`src/rtl/ufc_pkg.sv`:
```
//
// Purpose: Shared constants and types for the UART FIFO control block
// Assumes: One channel, FIFO counts fit in seven bits
// Notes: Register byte address is four times the register index
//
package ufc_pkg;

	// ---------------------------------------------------------------
	// Register map
	// ---------------------------------------------------------------
	localparam logic [7:0] IDX_INT_EN = 8'h01;
	localparam logic [7:0] IDX_FIFO_CTRL = 8'h02;
	localparam logic [7:0] IDX_STATUS = 8'h03;

	// ---------------------------------------------------------------
	// Field positions and values after reset
	// ---------------------------------------------------------------
	localparam int BIT_FIFO_EN = 0;
	localparam int BIT_RX_CLR = 1;
	localparam int BIT_TX_CLR = 2;
	localparam int BIT_DMA_MODE = 3;
	localparam int TX_TRIG_LSB = 4;
	localparam int RX_TRIG_LSB = 6;
	localparam int BIT_IE_RX = 0;
	localparam int BIT_IE_TX = 1;
	localparam logic [1:0] RST_TRIG = 2'h0;
	localparam logic RST_DMA_MODE = 1'h0;
	localparam logic RST_FIFO_EN = 1'h0;
	localparam logic [1:0] RST_INT_EN = 2'h0;

	// ---------------------------------------------------------------
	// Counts and thresholds
	// ---------------------------------------------------------------
	localparam int CNT_W = 7;
	localparam logic [6:0] DEPTH_DEEP = 7'h40;
	localparam logic [6:0] DEPTH_SHALLOW = 7'h10;
	localparam logic [6:0] RX_DEEP_0 = 7'h08;
	localparam logic [6:0] RX_DEEP_1 = 7'h10;
	localparam logic [6:0] RX_DEEP_2 = 7'h38;
	localparam logic [6:0] RX_DEEP_3 = 7'h3C;
	localparam logic [6:0] RX_SHAL_0 = 7'h01;
	localparam logic [6:0] RX_SHAL_1 = 7'h04;
	localparam logic [6:0] RX_SHAL_2 = 7'h08;
	localparam logic [6:0] RX_SHAL_3 = 7'h0E;
	localparam logic [6:0] TX_DEEP_0 = 7'h08;
	localparam logic [6:0] TX_DEEP_1 = 7'h10;
	localparam logic [6:0] TX_DEEP_2 = 7'h20;
	localparam logic [6:0] TX_DEEP_3 = 7'h38;

	typedef struct packed {
		logic [1:0] rx_trig;
		logic [1:0] tx_trig;
		logic dma_mode;
		logic fifo_en;
	} ufc_ctrl_t;

	// Receive threshold for a trigger code
	function automatic logic [6:0] ufc_rx_level(input logic [1:0] sel,
		input logic deep);
		logic [6:0] lvl;
		lvl = RX_SHAL_0;
		case (sel)
			2'h0: lvl = deep ? RX_DEEP_0 : RX_SHAL_0;
			2'h1: lvl = deep ? RX_DEEP_1 : RX_SHAL_1;
			2'h2: lvl = deep ? RX_DEEP_2 : RX_SHAL_2;
			default: lvl = deep ? RX_DEEP_3 : RX_SHAL_3;
		endcase
		return lvl;
	endfunction

	// Transmit threshold for a trigger code
	function automatic logic [6:0] ufc_tx_level(input logic [1:0] sel);
		logic [6:0] lvl;
		lvl = TX_DEEP_0;
		case (sel)
			2'h0: lvl = TX_DEEP_0;
			2'h1: lvl = TX_DEEP_1;
			2'h2: lvl = TX_DEEP_2;
			default: lvl = TX_DEEP_3;
		endcase
		return lvl;
	endfunction

endpackage

```
`src/rtl/ufc_level.sv`:
```
//
// Purpose: Threshold decode and FIFO level compare
// Assumes: Counts come from FIFO logic on the same clock
// Notes: Purely combinational
//
`timescale 1ns/10ps
module ufc_level #(
	parameter bit DEEP = 1'b1
) (
	input wire ufc_pkg::ufc_ctrl_t i_ctrl,
	input wire logic [6:0] i_rx_count,
	input wire logic [6:0] i_tx_count,
	output logic [6:0] o_rx_thr,
	output logic [6:0] o_tx_thr,
	output logic o_rx_at_trig,
	output logic o_tx_room,
	output logic o_tx_empty,
	output logic o_tx_full
);
	wire [6:0] depth = DEEP ? ufc_pkg::DEPTH_DEEP : ufc_pkg::DEPTH_SHALLOW;
	wire [6:0] tx_free = depth - i_tx_count;

	assign o_rx_thr = ufc_pkg::ufc_rx_level(i_ctrl.rx_trig, DEEP);
	assign o_tx_thr = ufc_pkg::ufc_tx_level(i_ctrl.tx_trig);
	assign o_rx_at_trig = (i_rx_count >= o_rx_thr);
	assign o_tx_empty = (i_tx_count == 7'h00);
	assign o_tx_full = (i_tx_count >= depth);
	assign o_tx_room = DEEP ? (tx_free > o_tx_thr) : o_tx_empty;
endmodule

```
`src/rtl/ufc_dma.sv`:
```
//
// Purpose: Active-low DMA request generation for both directions
// Assumes: Mode 1 input already gated by FIFO enable
// Notes: Mode 1 requests hold until the FIFO empties or fills
//
`timescale 1ns/10ps
module ufc_dma (
	input wire logic i_clk,
	input wire logic i_rst,
	input wire logic i_mode1,
	input wire logic i_rx_empty,
	input wire logic i_rx_at_trig,
	input wire logic i_rx_timeout,
	input wire logic i_tx_room,
	input wire logic i_tx_empty,
	input wire logic i_tx_full,
	output logic o_rx_req_n,
	output logic o_tx_req_n
);
	logic rx_hold_r, rx_hold_nxt, tx_hold_r, tx_hold_nxt;

	assign rx_hold_nxt = i_rx_empty ? 1'b0 :
		(rx_hold_r | i_rx_at_trig | i_rx_timeout);
	assign tx_hold_nxt = i_tx_full ? 1'b0 : (tx_hold_r | i_tx_room);

	always_ff @(posedge i_clk) begin
		if (i_rst) begin
			rx_hold_r <= 1'b0;
			tx_hold_r <= 1'b0;
			o_rx_req_n <= 1'b1;
			o_tx_req_n <= 1'b1;
		end else begin
			rx_hold_r <= rx_hold_nxt;
			tx_hold_r <= tx_hold_nxt;
			o_rx_req_n <= i_mode1 ? ~rx_hold_nxt : i_rx_empty;
			o_tx_req_n <= i_mode1 ? ~tx_hold_nxt : ~i_tx_empty;
		end
	end
endmodule

```
`src/rtl/ufc_top.sv`:
```
//
// Purpose: FIFO control register of one UART channel behind APB
// Assumes: FIFO counts, timeout and ident come from same-clock logic
// Notes: Zero wait-state APB slave, read data sampled in setup
//
// Implementation choice: register access over APB.
`timescale 1ns/10ps
module ufc_top #(
	parameter bit DEEP = 1'b1
) (
	input wire logic I_CLK,
	input wire logic I_RST,
	input wire logic I_PSEL,
	input wire logic I_PENABLE,
	input wire logic I_PWRITE,
	input wire logic [11:0] I_PADDR,
	input wire logic [31:0] I_PWDATA,
	output logic [31:0] O_PRDATA,
	output logic O_PREADY,
	output logic O_PSLVERR,
	input wire logic [7:0] I_INT_IDENT,
	input wire logic [6:0] I_RX_COUNT,
	input wire logic [6:0] I_TX_COUNT,
	input wire logic I_RX_TIMEOUT,
	output logic O_FIFO_EN,
	output logic O_TX_FIFO_CLR,
	output logic O_RX_FIFO_CLR,
	output logic O_RX_INT,
	output logic O_TX_INT,
	output logic O_TX_DMA_REQUEST_N,
	output logic O_RX_DMA_REQUEST_N
);

	// ---------------------------------------------------------------
	// State
	// ---------------------------------------------------------------
	ufc_pkg::ufc_ctrl_t ctrl_r, ctrl_nxt;
	logic [1:0] int_en_r, int_en_nxt;
	logic [31:0] rdata_r, rdata_nxt;
	logic err_r, err_nxt;
	logic tx_clr_r, rx_clr_r;
	logic rx_int_r, tx_int_r;

	// ---------------------------------------------------------------
	// Address decode
	// ---------------------------------------------------------------
	wire [7:0] idx = I_PADDR[9:2];
	wire addr_ok = (I_PADDR[1:0] == 2'h0) && (I_PADDR[11:10] == 2'h0);
	wire hit_ie = addr_ok && (idx == ufc_pkg::IDX_INT_EN);
	wire hit_fc = addr_ok && (idx == ufc_pkg::IDX_FIFO_CTRL);
	wire hit_st = addr_ok && (idx == ufc_pkg::IDX_STATUS);
	wire mapped = hit_ie | hit_fc | (hit_st & ~I_PWRITE);
	wire setup = I_PSEL & ~I_PENABLE;
	wire access = I_PSEL & I_PENABLE;
	wire wr_done = access & I_PWRITE & ~err_r;
	wire wr_fc = wr_done & hit_fc;
	wire wr_ie = wr_done & hit_ie;

	// ---------------------------------------------------------------
	// Control register fields
	// ---------------------------------------------------------------
	wire [7:0] wb = I_PWDATA[7:0];
	wire fc_ok = wr_fc & ctrl_r.fifo_en;

	always_comb begin
		ctrl_nxt = ctrl_r;
		if (wr_fc) begin
			ctrl_nxt.fifo_en = wb[ufc_pkg::BIT_FIFO_EN];
		end
		if (fc_ok) begin
			ctrl_nxt.rx_trig = wb[ufc_pkg::RX_TRIG_LSB +: 2];
			ctrl_nxt.tx_trig = wb[ufc_pkg::TX_TRIG_LSB +: 2];
			ctrl_nxt.dma_mode = wb[ufc_pkg::BIT_DMA_MODE];
		end
	end

	assign int_en_nxt = wr_ie ? I_PWDATA[1:0] : int_en_r;

	// ---------------------------------------------------------------
	// Read path
	// ---------------------------------------------------------------
	wire [6:0] rx_thr;
	wire [6:0] tx_thr;
	wire [31:0] status_word = {19'h00000, rx_thr, ctrl_r.rx_trig,
		ctrl_r.tx_trig, ctrl_r.dma_mode, ctrl_r.fifo_en};

	always_comb begin
		rdata_nxt = 32'h00000000;
		if (hit_fc) begin
			rdata_nxt = {24'h000000, I_INT_IDENT};
		end else if (hit_ie) begin
			rdata_nxt = {30'h00000000, int_en_r};
		end else if (hit_st) begin
			rdata_nxt = status_word;
		end
	end

	assign err_nxt = setup ? ~mapped : err_r;

	always_ff @(posedge I_CLK) begin
		if (I_RST) begin
			rdata_r <= 32'h00000000;
			err_r <= 1'b0;
		end else if (setup) begin
			rdata_r <= I_PWRITE ? 32'h00000000 : rdata_nxt;
			err_r <= err_nxt;
		end
	end

	assign O_PRDATA = rdata_r;
	assign O_PREADY = access;
	assign O_PSLVERR = access & err_r;

	// ---------------------------------------------------------------
	// Register update
	// ---------------------------------------------------------------
	always_ff @(posedge I_CLK) begin
		if (I_RST) begin
			ctrl_r.rx_trig <= ufc_pkg::RST_TRIG;
			ctrl_r.tx_trig <= ufc_pkg::RST_TRIG;
			ctrl_r.dma_mode <= ufc_pkg::RST_DMA_MODE;
			ctrl_r.fifo_en <= ufc_pkg::RST_FIFO_EN;
			int_en_r <= ufc_pkg::RST_INT_EN;
		end else begin
			ctrl_r <= ctrl_nxt;
			int_en_r <= int_en_nxt;
		end
	end

	// ---------------------------------------------------------------
	// FIFO clear pulses
	// ---------------------------------------------------------------
	// clear needs enable
	wire tx_clr_nxt = fc_ok & wb[ufc_pkg::BIT_TX_CLR];
	wire rx_clr_nxt = fc_ok & wb[ufc_pkg::BIT_RX_CLR];

	always_ff @(posedge I_CLK) begin
		if (I_RST) begin
			tx_clr_r <= 1'b0;
			rx_clr_r <= 1'b0;
		end else begin
			tx_clr_r <= tx_clr_nxt;
			rx_clr_r <= rx_clr_nxt;
		end
	end

	assign O_TX_FIFO_CLR = tx_clr_r;
	assign O_RX_FIFO_CLR = rx_clr_r;
	assign O_FIFO_EN = ctrl_r.fifo_en;

	// ---------------------------------------------------------------
	// Levels and interrupts
	// ---------------------------------------------------------------
	logic rx_at_trig, tx_room, tx_empty, tx_full;

	ufc_level #(
		.DEEP(DEEP)
	) u_level (
		.i_ctrl(ctrl_r),
		.i_rx_count(I_RX_COUNT),
		.i_tx_count(I_TX_COUNT),
		.o_rx_thr(rx_thr),
		.o_tx_thr(tx_thr),
		.o_rx_at_trig(rx_at_trig),
		.o_tx_room(tx_room),
		.o_tx_empty(tx_empty),
		.o_tx_full(tx_full)
	);

	wire rx_empty = (I_RX_COUNT == 7'h00);
	wire rx_int_nxt = int_en_r[ufc_pkg::BIT_IE_RX] &
		(ctrl_r.fifo_en ? rx_at_trig : ~rx_empty);
	wire tx_int_nxt = int_en_r[ufc_pkg::BIT_IE_TX] &
		(ctrl_r.fifo_en ? tx_room : tx_empty);

	always_ff @(posedge I_CLK) begin
		if (I_RST) begin
			rx_int_r <= 1'b0;
			tx_int_r <= 1'b0;
		end else begin
			rx_int_r <= rx_int_nxt;
			tx_int_r <= tx_int_nxt;
		end
	end

	assign O_RX_INT = rx_int_r;
	assign O_TX_INT = tx_int_r;

	// ---------------------------------------------------------------
	// DMA requests
	// ---------------------------------------------------------------
	// mode 1 gated by enable
	wire mode1 = ctrl_r.dma_mode & ctrl_r.fifo_en;

	ufc_dma u_dma (
		.i_clk(I_CLK),
		.i_rst(I_RST),
		.i_mode1(mode1),
		.i_rx_empty(rx_empty),
		.i_rx_at_trig(rx_at_trig),
		.i_rx_timeout(I_RX_TIMEOUT),
		.i_tx_room(tx_room),
		.i_tx_empty(tx_empty),
		.i_tx_full(tx_full),
		.o_rx_req_n(O_RX_DMA_REQUEST_N),
		.o_tx_req_n(O_TX_DMA_REQUEST_N)
	);

	// ---------------------------------------------------------------
	// Checks
	// ---------------------------------------------------------------
	chk_ident_read: assert property (
		@(posedge I_CLK) disable iff (I_RST)
		setup & hit_fc & ~I_PWRITE |=> O_PRDATA == {24'h000000,
		$past(I_INT_IDENT)})
		else $error("ident not returned at control address");

	chk_rx_level_deep: assert property (
		@(posedge I_CLK) disable iff (I_RST)
		DEEP && ctrl_r.rx_trig == 2'h3 |-> rx_thr == 7'h3C)
		else $error("deep receive threshold wrong");

	chk_rx_int_set: assert property (
		@(posedge I_CLK) disable iff (I_RST)
		ctrl_r.fifo_en & int_en_r[0] & (I_RX_COUNT == rx_thr)
		|=> O_RX_INT)
		else $error("receive interrupt missing at threshold");

	chk_tx_level_deep: assert property (
		@(posedge I_CLK) disable iff (I_RST)
		ctrl_r.tx_trig == 2'h2 |-> tx_thr == 7'h20)
		else $error("transmit threshold wrong");

	chk_tx_room_int: assert property (
		@(posedge I_CLK) disable iff (I_RST)
		DEEP & ctrl_r.fifo_en & int_en_r[1] &
		((7'h40 - I_TX_COUNT) > tx_thr) |=> O_TX_INT)
		else $error("transmit interrupt missing with room");

	chk_shallow_tx: assert property (
		@(posedge I_CLK) disable iff (I_RST)
		!DEEP |-> tx_room == tx_empty)
		else $error("shallow variant used transmit trigger");

	chk_mode1_gate: assert property (
		@(posedge I_CLK) disable iff (I_RST)
		!ctrl_r.fifo_en ##1 !ctrl_r.fifo_en |->
		O_RX_DMA_REQUEST_N == $past(rx_empty))
		else $error("single transfer request broken");

	chk_tx_clear_pulse: assert property (
		@(posedge I_CLK) disable iff (I_RST)
		wr_fc & ctrl_r.fifo_en & wb[2] |=> O_TX_FIFO_CLR ##1
		!O_TX_FIFO_CLR)
		else $error("transmit clear not one pulse");

	chk_clear_needs_en: assert property (
		@(posedge I_CLK) disable iff (I_RST)
		wr_fc & !ctrl_r.fifo_en |=> !O_RX_FIFO_CLR & !O_TX_FIFO_CLR)
		else $error("clear acted with FIFOs disabled");

	chk_locked_fields: assert property (
		@(posedge I_CLK) disable iff (I_RST)
		!ctrl_r.fifo_en & !wr_fc |=> $stable(ctrl_r))
		else $error("control changed without a write");

	chk_disabled_write: assert property (
		@(posedge I_CLK) disable iff (I_RST)
		wr_fc & !ctrl_r.fifo_en |=> ctrl_r.dma_mode ==
		$past(ctrl_r.dma_mode) && ctrl_r.rx_trig == $past(ctrl_r.rx_trig))
		else $error("locked field written while disabled");

	chk_rx_clear_pulse: assert property (
		@(posedge I_CLK) disable iff (I_RST)
		wr_fc & ctrl_r.fifo_en & wb[ufc_pkg::BIT_RX_CLR] |=>
		O_RX_FIFO_CLR ##1 !O_RX_FIFO_CLR)
		else $error("receive clear not one pulse");

	chk_clear_zero_bits: assert property (
		@(posedge I_CLK) disable iff (I_RST)
		wr_fc & !wb[ufc_pkg::BIT_TX_CLR] &
		!wb[ufc_pkg::BIT_RX_CLR] |=>
		!O_TX_FIFO_CLR & !O_RX_FIFO_CLR)
		else $error("clear acted on a zero bit");

	chk_clear_idle: assert property (
		@(posedge I_CLK) disable iff (I_RST)
		!wr_fc |=> !O_TX_FIFO_CLR & !O_RX_FIFO_CLR)
		else $error("clear pulse without a write");

	chk_enable_write: assert property (
		@(posedge I_CLK) disable iff (I_RST)
		wr_fc |=> O_FIFO_EN == $past(wb[ufc_pkg::BIT_FIFO_EN]))
		else $error("enable bit not taken from write");

	chk_dma_mode_write: assert property (
		@(posedge I_CLK) disable iff (I_RST)
		wr_fc & ctrl_r.fifo_en |=>
		ctrl_r.dma_mode == $past(wb[ufc_pkg::BIT_DMA_MODE]))
		else $error("DMA mode bit not taken from write");

	chk_rx_low_deep: assert property (
		@(posedge I_CLK) disable iff (I_RST)
		DEEP && !ctrl_r.rx_trig[1] |->
		rx_thr == (ctrl_r.rx_trig[0] ? 7'h10 : 7'h08))
		else $error("deep low receive threshold wrong");

	chk_rx_mid_deep: assert property (
		@(posedge I_CLK) disable iff (I_RST)
		DEEP && ctrl_r.rx_trig == 2'h2 |-> rx_thr == 7'h38)
		else $error("deep middle receive threshold wrong");

	chk_tx_codes_deep: assert property (
		@(posedge I_CLK) disable iff (I_RST)
		ctrl_r.tx_trig != 2'h2 |-> tx_thr == (ctrl_r.tx_trig[1] ?
		7'h38 : (ctrl_r.tx_trig[0] ? 7'h10 : 7'h08)))
		else $error("transmit threshold code wrong");

	chk_mode0_tx: assert property (
		@(posedge I_CLK) disable iff (I_RST)
		!mode1 |=> O_TX_DMA_REQUEST_N == !$past(tx_empty))
		else $error("single transfer transmit request wrong");

	chk_mode1_rx_release: assert property (
		@(posedge I_CLK) disable iff (I_RST)
		mode1 & rx_empty |=> O_RX_DMA_REQUEST_N)
		else $error("block receive request not released");

	chk_mode1_tx_release: assert property (
		@(posedge I_CLK) disable iff (I_RST)
		mode1 & tx_full |=> O_TX_DMA_REQUEST_N)
		else $error("block transmit request not released");

endmodule

```
`config.mk`:
```
export PLATFORM = sky130hd
export DESIGN_NAME = ufc_top
export DESIGN_NICKNAME = d
export VERILOG_FILES = /design/src/rtl/ufc_pkg.sv /design/src/rtl/ufc_level.sv /design/src/rtl/ufc_dma.sv /design/src/rtl/ufc_top.sv
export SDC_FILE = /design/constraint.sdc
export NUM_CORES = 1
export LEC_CHECK = 0
export ABC_CLOCK_PERIOD_IN_PS = 5800
export BUFFER_PORTS_ARGS = -buffer_cell sky130_fd_sc_hd__buf_2
export CORE_MARGIN = 1.5
export CORE_UTILIZATION = 45
export CTS_BUF_LIST = sky130_fd_sc_hd__clkbuf_16
export CTS_CLUSTER_SIZE = 16
export DETAILED_ROUTE_END_ITERATION = 6
export HOLD_SLACK_MARGIN = 0.03
export PLACE_DENSITY = 0.86
export SLEW_MARGIN = 10
export SYNTH_ARGS = -nofsm -noshare
export SYNTH_HDL_FRONTEND = slang
export SYNTH_SLANG_ARGS = --single-unit
```
`constraint.sdc`:
```
create_clock -name I_CLK -period 5.8 [get_ports I_CLK]
set_clock_uncertainty 0.1 [all_clocks]
set_input_delay 0.29 -clock I_CLK [delete_from_list [all_inputs] [get_ports I_CLK]]
set_output_delay 0.29 -clock I_CLK [all_outputs]
set_load 0.01 [all_outputs]
```
==> results of run 1 <==
metrics by stage:
stage / std cells / hold slack, ns
finish: 305 / 0.1295
global route: 305 / 0.1256
CTS: 305 / 0.1276
detailed placement: 297 / 0.3368
global placement: 297 / 0.3337
floorplan: 209 / 0.2905
flip-flops by register name, summed over array words and instances, names as in the netlist:
signal,cells
u_dma.o_rx_req_n,1
int_en_r,2
u_dma.o_tx_req_n,1
O_TX_INT,1
u_dma.rx_hold_r,1
O_FIFO_EN,1
O_RX_INT,1
O_TX_FIFO_CLR,1
u_dma.tx_hold_r,1
err_r,1
O_RX_FIFO_CLR,1
O_PRDATA,12
ctrl_r,5
final cells by class:
type / instances / area share
multi-input combinational: 146 / 0.4679
sequential: 29 / 0.2704
timing repair buffer: 68 / 0.1585
clock buffer: 5 / 0.05828
tap: 48 / 0.02797
inverter: 6 / 0.01049
clock inverter: 3 / 0.006410
final timing paths:
kind                       from               end  slack (ns)  depth (start not counted)
setup / recovery  I_TX_COUNT[1]          O_TX_INT        3.69                          9
hold / removal     I_RX_TIMEOUT  u_dma.o_rx_req_n        0.13                          2
setup reg to reg      ctrl_r[4]  u_dma.o_rx_req_n        3.76                          6
hold reg to reg    O_PRDATA[10]      O_PRDATA[10]        0.35                          1
report_power, final:
group,internal (W),total (W),switching [W],leakage (nW)
registers,0.000201,0.000202,0.000000695,0.235
clock network,0.000155,0.000241,0.0000862,0.0748
logic,0.0000232,0.0000544,0.0000312,0.667
total,0.000380,0.000498,0.000118,0.976
placed cells by master, fill, tap and decap left out, types with 4 or more instances in the layout:
master and instances:
o31ai_1 6, inv_1 7, a21oi_1 11, nand2_1 7, buf_2 68, clkbuf_16 5, nor2_1 15, ha_1 10
o21ai_0 4, nor2b_1 5, conb_1 20, mux2_2 6, nand4_1 6, nand3_1 4, dfxtp_1 29, nand2b_1 5
a22o_1 4, a32o_1 4
synthesized netlist by cell type, drive strengths merged (4+ instances only):
| cell | instances |
|---|---|
| dfxtp | 29 |
| buf | 22 |
| nor2 | 15 |
| a21oi | 11 |
| ha | 10 |
| nand2 | 7 |
| clkbuf | 6 |
| inv | 6 |
| mux2 | 6 |
| nand4 | 6 |
| o31ai | 6 |
| nand2b | 5 |
| nand3 | 5 |
| nor2b | 5 |
| nor4 | 5 |
| a22o | 4 |
| a32o | 4 |
| o21ai | 4 |
metal layers:
layer  global-route usage  up-vias  part of all wire  routed length (µm)
li1                     -      787                 -                   -
met2               0.3351       67              0.48                1861
met3              0.05903        7             0.072                 279
met4              0.07181        0            0.0098                  38
met5                    0        -                 0                   0
met1               0.2336      733              0.44                1713
worst max-delay path: cells and delay by family:
| kind | cells | cell delay, ns |
|---|---|---|
| AOI/OAI and AO/OA | 3 | 0.53 |
| and+or+nand+nor | 4 | 0.95 |
| adders and majority gates | 1 | 0.31 |
| buffers and inverters | 1 | 0.09 |
cells by family after synthesis:
| logic type | Yosys count | share of synthesized area |
|---|---|---|
| AOI/OAI and AO/OA | 43 | 0.1783 |
| xor gates and xnor gates | 2 | 0.01019 |
| adders and majority gates | 10 | 0.07278 |
| buffers and inverters | 34 | 0.1194 |
| DFF | 29 | 0.3377 |
| muxes | 9 | 0.05677 |
| other | 1 | 0.002181 |
| and+or+nand+nor | 62 | 0.2227 |
==> reports/metrics.csv, run 1 <==
stage,metric,value,unit
floorplanning,die_y,64.81,µm
synthesis,synth-seq-cells,29,
synthesis,yosysUniqueCellTypes,45,
routing,vias,1594,
routing,drtIter0Drc,65,
synthesis,ys_async_sr_fraction,0,
clocking,clk_latency,0.27,ns
worst_setup_path,path_class,input port to flop,
worst_setup_path,arrival,2.16,ns
sta,fin_crit_sh,0.3639,
power_and_ir_drop,finalPower,0.0004978,W
power_and_ir_drop,p_per_area,231.8,nW/µm²
clocking,clockRootBuffer,clkbuf_16,
final_layout,fill_cells,336,
final_layout,areaGrowthSynthToFinish,24.89,%
synthesis,ys_seq_area_frac,0.3377,
clocking,h-tree-depth,2,
routing,first_pass_iters,4,
final_layout,nets,338,
synthesis,synthCells,190,
clocking,numCtsBuffers,5,
placement,placed_area,2008,µm²
clocking,cts_resized,0,
outcome,status,completed,
clocking,cts.path.max_buffers,2,
final_layout,multi_input_area,1005,µm²
floorplanning,fp.dieW,64.81,µm
worst_setup_path,cp-end-kind,flop,
placement,port_buffers,68,
synthesis,synth_top_cell_area_share,0.3377,
sta,rsz0062_at_grt,false,
synthesis,synth_flop_cell,dfxtp_1,
grt,grt_max_degree,19,
worst_setup_path,crit_chain,buf_2 -> or3_1 -> nor3_1 -> nor2_1 -> ha_1 -> nor2b_1 -> o21a_1 -> o22ai_1 -> o31ai_1,
sta,finalSetupViolCount,0,
clocking,postCtsSetupRepairBufs,0,
final_layout,post-route-util,0.5865,
synthesis,ys_warn_count,0,
worst_setup_path,cp-start-kind,input port,
sta,fmax,473.7,MHz
placement,place_congestion,0.8386,
clocking,clk_pin_slew_worst_paths,0.05,ns
grt,track_usage,0.1971,
worst_setup_path,cp_slowest_cell,or3_1,
floorplanning,dieArea,4200,µm²
sta,hold_viol,0,
min_path,min_path_type,input port to flop,
grt,grt_pass1_wl,6368,µm
routing,drtAntennaViolNets,0,
synthesis,ys_top_cells_by_area,"dfxtp_1 (34%), buf_4 (8.7%), ha_1 (7.3%)",
clocking,cts_tree,built,
final_layout,layout-drive-gt1-share,0.3424,
placement,pre_cts_ws,3.399,ns
power_and_ir_drop,power_leakage,0.9763,nW
routing,drc_errors,0,
clocking,cts.sinks,29,
routing,wl,3893,µm
routing,routedWlPerCell,12.76,µm
floorplanning,coreArea,3661,µm²
grt,gr-total-overflow,0,
power_and_ir_drop,peakVddDrop,0.1232,mV
sta,worst_pin_slew,0.6539,ns
grt,antenna_found_initial,0,
final_layout,regArea,580.6,µm²
clocking,holdBufCountCts,0,
floorplanning,ios,113,
worst_setup_path,worstPathRequired,5.85,ns
sta,slew_viol_final,0,
sta,layout_min_cycle_time,2.111,ns
routing,via_per_inst,5.226,
placement,dp_hpwl,2938,µm
final_layout,final_area,2147,µm²
worst_setup_path,cp_slowest_stage_delay,0.45,ns
final_layout,n_antenna_cell,0,
synthesis,syn-cell-area,1719,µm²
grt,grt_pass1_vias,1447,
floorplanning,initial_core_util,0.4696,
synthesis,avgSynthCellArea,9.048,µm²
floorplanning,num_rows,22,
synthesis,synth_area_leader_cell,dfxtp_1,
synthesis,synth-edff-count,0,
sta,setup_tns,0,ns
sta,max_slew_margin,0.5625,
sta,finalWorstSetupSlack,3.689,ns
job,max_cap_viol_count,0,
worst_setup_path,cp_max_fo,5,
No activity file was read; power rests on OpenSTA's default activity.
==> inputs of run 2 (changes only) <==
--- a/config.mk
+++ b/config.mk
@@ -5,15 +5,15 @@
 export SDC_FILE = /design/constraint.sdc
 export NUM_CORES = 1
 export LEC_CHECK = 0
-export ABC_CLOCK_PERIOD_IN_PS = 5800
+export ABC_CLOCK_PERIOD_IN_PS = 2100
 export BUFFER_PORTS_ARGS = -buffer_cell sky130_fd_sc_hd__buf_2
 export CORE_MARGIN = 1.5
-export CORE_UTILIZATION = 45
+export CORE_UTILIZATION = 42
 export CTS_BUF_LIST = sky130_fd_sc_hd__clkbuf_16
 export CTS_CLUSTER_SIZE = 16
 export DETAILED_ROUTE_END_ITERATION = 6
 export HOLD_SLACK_MARGIN = 0.03
-export PLACE_DENSITY = 0.86
+export PLACE_DENSITY = 0.81
 export SLEW_MARGIN = 10
 export SYNTH_ARGS = -nofsm -noshare
 export SYNTH_HDL_FRONTEND = slang
==> constraint.sdc (replaced) <==
create_clock -name I_CLK -period 2.1 [get_ports I_CLK]
set_clock_uncertainty 0.1 [all_clocks]
set_input_delay 0.105 -clock I_CLK [delete_from_list [all_inputs] [get_ports I_CLK]]
set_output_delay 0.105 -clock I_CLK [all_outputs]
set_load 0.01 [all_outputs]
==> reports/metrics.csv, run 2 (synthesis gave the netlist of run 1 again) <==
stage,metric,value,unit,change
outcome,status,completed,,unchanged
grt,grt_pass1_vias,1568,,"was 1,447"
sta,layout_min_cycle_time,1.956,ns,
final_layout,fill_cells,374,,was 336
floorplanning,die_y,66.98,µm,was 64.81 µm
worst_setup_path,r2r-start,ctrl_r[4],,unchanged
placement,pre_cts_ws,-0.01123,ns,was 3.399 ns
clocking,clockRootBuffer,clkbuf_16,,unchanged
final_layout,areaGrowthSynthToFinish,33.92,%,was 24.89%
routing,routedWlPerCell,12.65,µm,was 12.76 µm
worst_setup_path,cp-end-kind,flop,,unchanged
clocking,clk_pin_slew_worst_paths,0.05,ns,about the same
final_layout,final_cell_mix,"buf_2 (68), dfxtp_1 (29), conb_1 (20), nor2_1 (15), a21oi_1 (11)",,unchanged
floorplanning,num_rows,23,,was 22
grt,antenna_found_initial,0,,unchanged
sta,hold_viol,0,,unchanged
min_path,min_path_type,input port to flop,,unchanged
sta,worst_pin_slew,0.6813,ns,was 0.6539 ns
grt,grt_pass1_wl,6610,µm,was 6368 µm
final_layout,largest_reg_flops,12,,unchanged
power_and_ir_drop,peakVddDrop,0.4307,mV,was 0.1232 mV
sta,slew_viol_final,0,,unchanged
worst_setup_path,r2r_slack,0.14,ns,was 3.76 ns
worst_setup_path,cp_max_fo,3,,was 5
worst_setup_path,crit_start,ctrl_r[4],,was I_TX_COUNT[1]
worst_setup_path,crit_end,O_RX_INT,,was O_TX_INT
routing,drtIter0Drc,58,,was 65
sta,finalSetupViolCount,0,,unchanged
clocking,postCtsSetupRepairBufs,0,,unchanged
worst_setup_path,reg2reg_depth,6,,unchanged
grt,track_usage,0.1967,,was 0.1971
final_layout,final_common_cell,buf_2,,unchanged
worst_setup_path,arrival,2.02,ns,was 2.16 ns
routing,drc_errors,0,,unchanged
worst_setup_path,worstPathRequired,2.16,ns,was 5.85 ns
final_layout,n_antenna_cell,0,,unchanged
clocking,clk_latency,0.27,ns,about the same
power_and_ir_drop,p_per_area,607.4,nW/µm²,was 231.8 nW/µm²
clocking,numCtsBuffers,5,,unchanged
sta,rsz0062_at_grt,false,,unchanged
floorplanning,ios,113,,unchanged
sta,finalWorstSetupSlack,0.1445,ns,was 3.689 ns
routing,drtAntennaViolNets,0,,unchanged
floorplanning,coreArea,3971,µm²,was 3661 µm²
placement,port_buffers,68,,unchanged
clocking,cts.path.max_buffers,2,,unchanged
sta,setup_tns,0,ns,unchanged
routing,vias,1633,,"was 1,594"
sta,max_slew_margin,0.5441,,was 0.5625
grt,gr-total-overflow,0,,unchanged
sta,fmax,511.4,MHz,
floorplanning,fp.dieW,66.98,µm,was 64.81 µm
clocking,cts_tree,built,,unchanged
routing,via_per_inst,5.056,,was 5.226
clocking,h-tree-depth,2,,unchanged
routing,wl,4086,µm,was 3893 µm
grt,grt_max_degree,19,,unchanged
clocking,cts.sinks,29,,unchanged
worst_setup_path,path_class,flop to flop,,was input port to flop
floorplanning,dieArea,4486,µm²,was 4200 µm²
placement,place_congestion,0.8363,,was 0.8386
placement,dp_hpwl,3102,µm,was 2938 µm
job,max_cap_viol_count,0,,unchanged
floorplanning,initial_core_util,0.4329,,was 0.4696
power_and_ir_drop,power_leakage,1.052,nW,was 0.9763 nW
sta,fin_crit_sh,0.9312,,
routing,first_pass_iters,4,,unchanged
final_layout,nets,354,,was 338
worst_setup_path,r2r_end,O_RX_INT,,was u_dma.o_rx_req_n
final_layout,layout-drive-gt1-share,0.3480,,was 0.3424
worst_setup_path,cp-start-kind,flop,,was input port
==> run 2: cell count changes in the layout (fill, tap and decap cells not counted), sizes merged <==
cell         delta
dlygate4sd3    +10
buf             +6
==> run 2: final cells by class <==
class | instances | area [µm²] | share of cell area
Sequential cell | 29 | 580.6 | 0.2522
Timing Repair Buffer | 84 | 485.5 | 0.2109
Multi-Input combinational cell | 146 | 1012 | 0.4397
Clock inverter | 3 | 13.76 | 0.005978
Tap cell | 50 | 62.56 | 0.02717
Inverter | 6 | 22.52 | 0.009783
Clock buffer | 5 | 125.1 | 0.05435
==> run 2: worst min path at each step <==
stage	start	endpoint	slack, ns	cells past startpoint
finish	I_PWDATA[6]	ctrl_r[4]	0.05	3
global route	I_PWDATA[6]	ctrl_r[4]	0.08	3
CTS	I_PWDATA[6]	ctrl_r[4]	0.06	3
detailed placement	I_RX_TIMEOUT	u_dma.o_rx_req_n	0.23	2
global placement	I_RX_TIMEOUT	u_dma.o_rx_req_n	0.22	2
floorplan	I_RX_TIMEOUT	u_dma.o_rx_req_n	0.11	1
==> run 2: where the power goes <==
part	switching [W]	internal (W)	total, W
combinational	0.0000914	0.0000793	0.000171
clock	0.000241	0.000429	0.000670
sequential	0.00000198	0.000556	0.000558
==> run 2: critical path: stages, from the launching register on <==
cell	delay [ns]
dfxtp_1	0.31
nor2b_1	0.22
ha_1	0.28
nor2b_1	0.14
a311oi_1	0.27
o21ai_0	0.22
o221a_2	0.31
==> run 2: through the flow <==
| stage | total power (W) | hold slack [ns] | area, µm² | std cells | util |
|---|---|---|---|---|---|
| after floorplan | 0.0006791 | 0.1055 | 1790 | 209 | - |
| after global placement | 0.0007180 | 0.2240 | 2056 | 305 | 0.5176 |
| after detailed placement | 0.0007223 | 0.2262 | 2056 | 305 | 0.5176 |
| after CTS | 0.001403 | 0.06117 | 2295 | 323 | 0.5778 |
| after global routing | 0.001448 | 0.07589 | 2302 | 323 | 0.5797 |
| final | 0.001398 | 0.05484 | 2302 | 323 | 0.5797 |
==> run 2: metal layers <==
metal	vias up	global-route usage	share of wire
met5	-	0	0
met1	747	0.2289	0.43
met2	56	0.3413	0.49
met3	7	0.04561	0.057
li1	823	-	-
met4	0	0.08673	0.015
==> run 2: what timing repair did <==
item,in CTS,in global routing
gates resized for setup,0,1
endpoints found under the hold margin,12,0
endpoints found under the setup margin,0,1
hold buffers,10,0
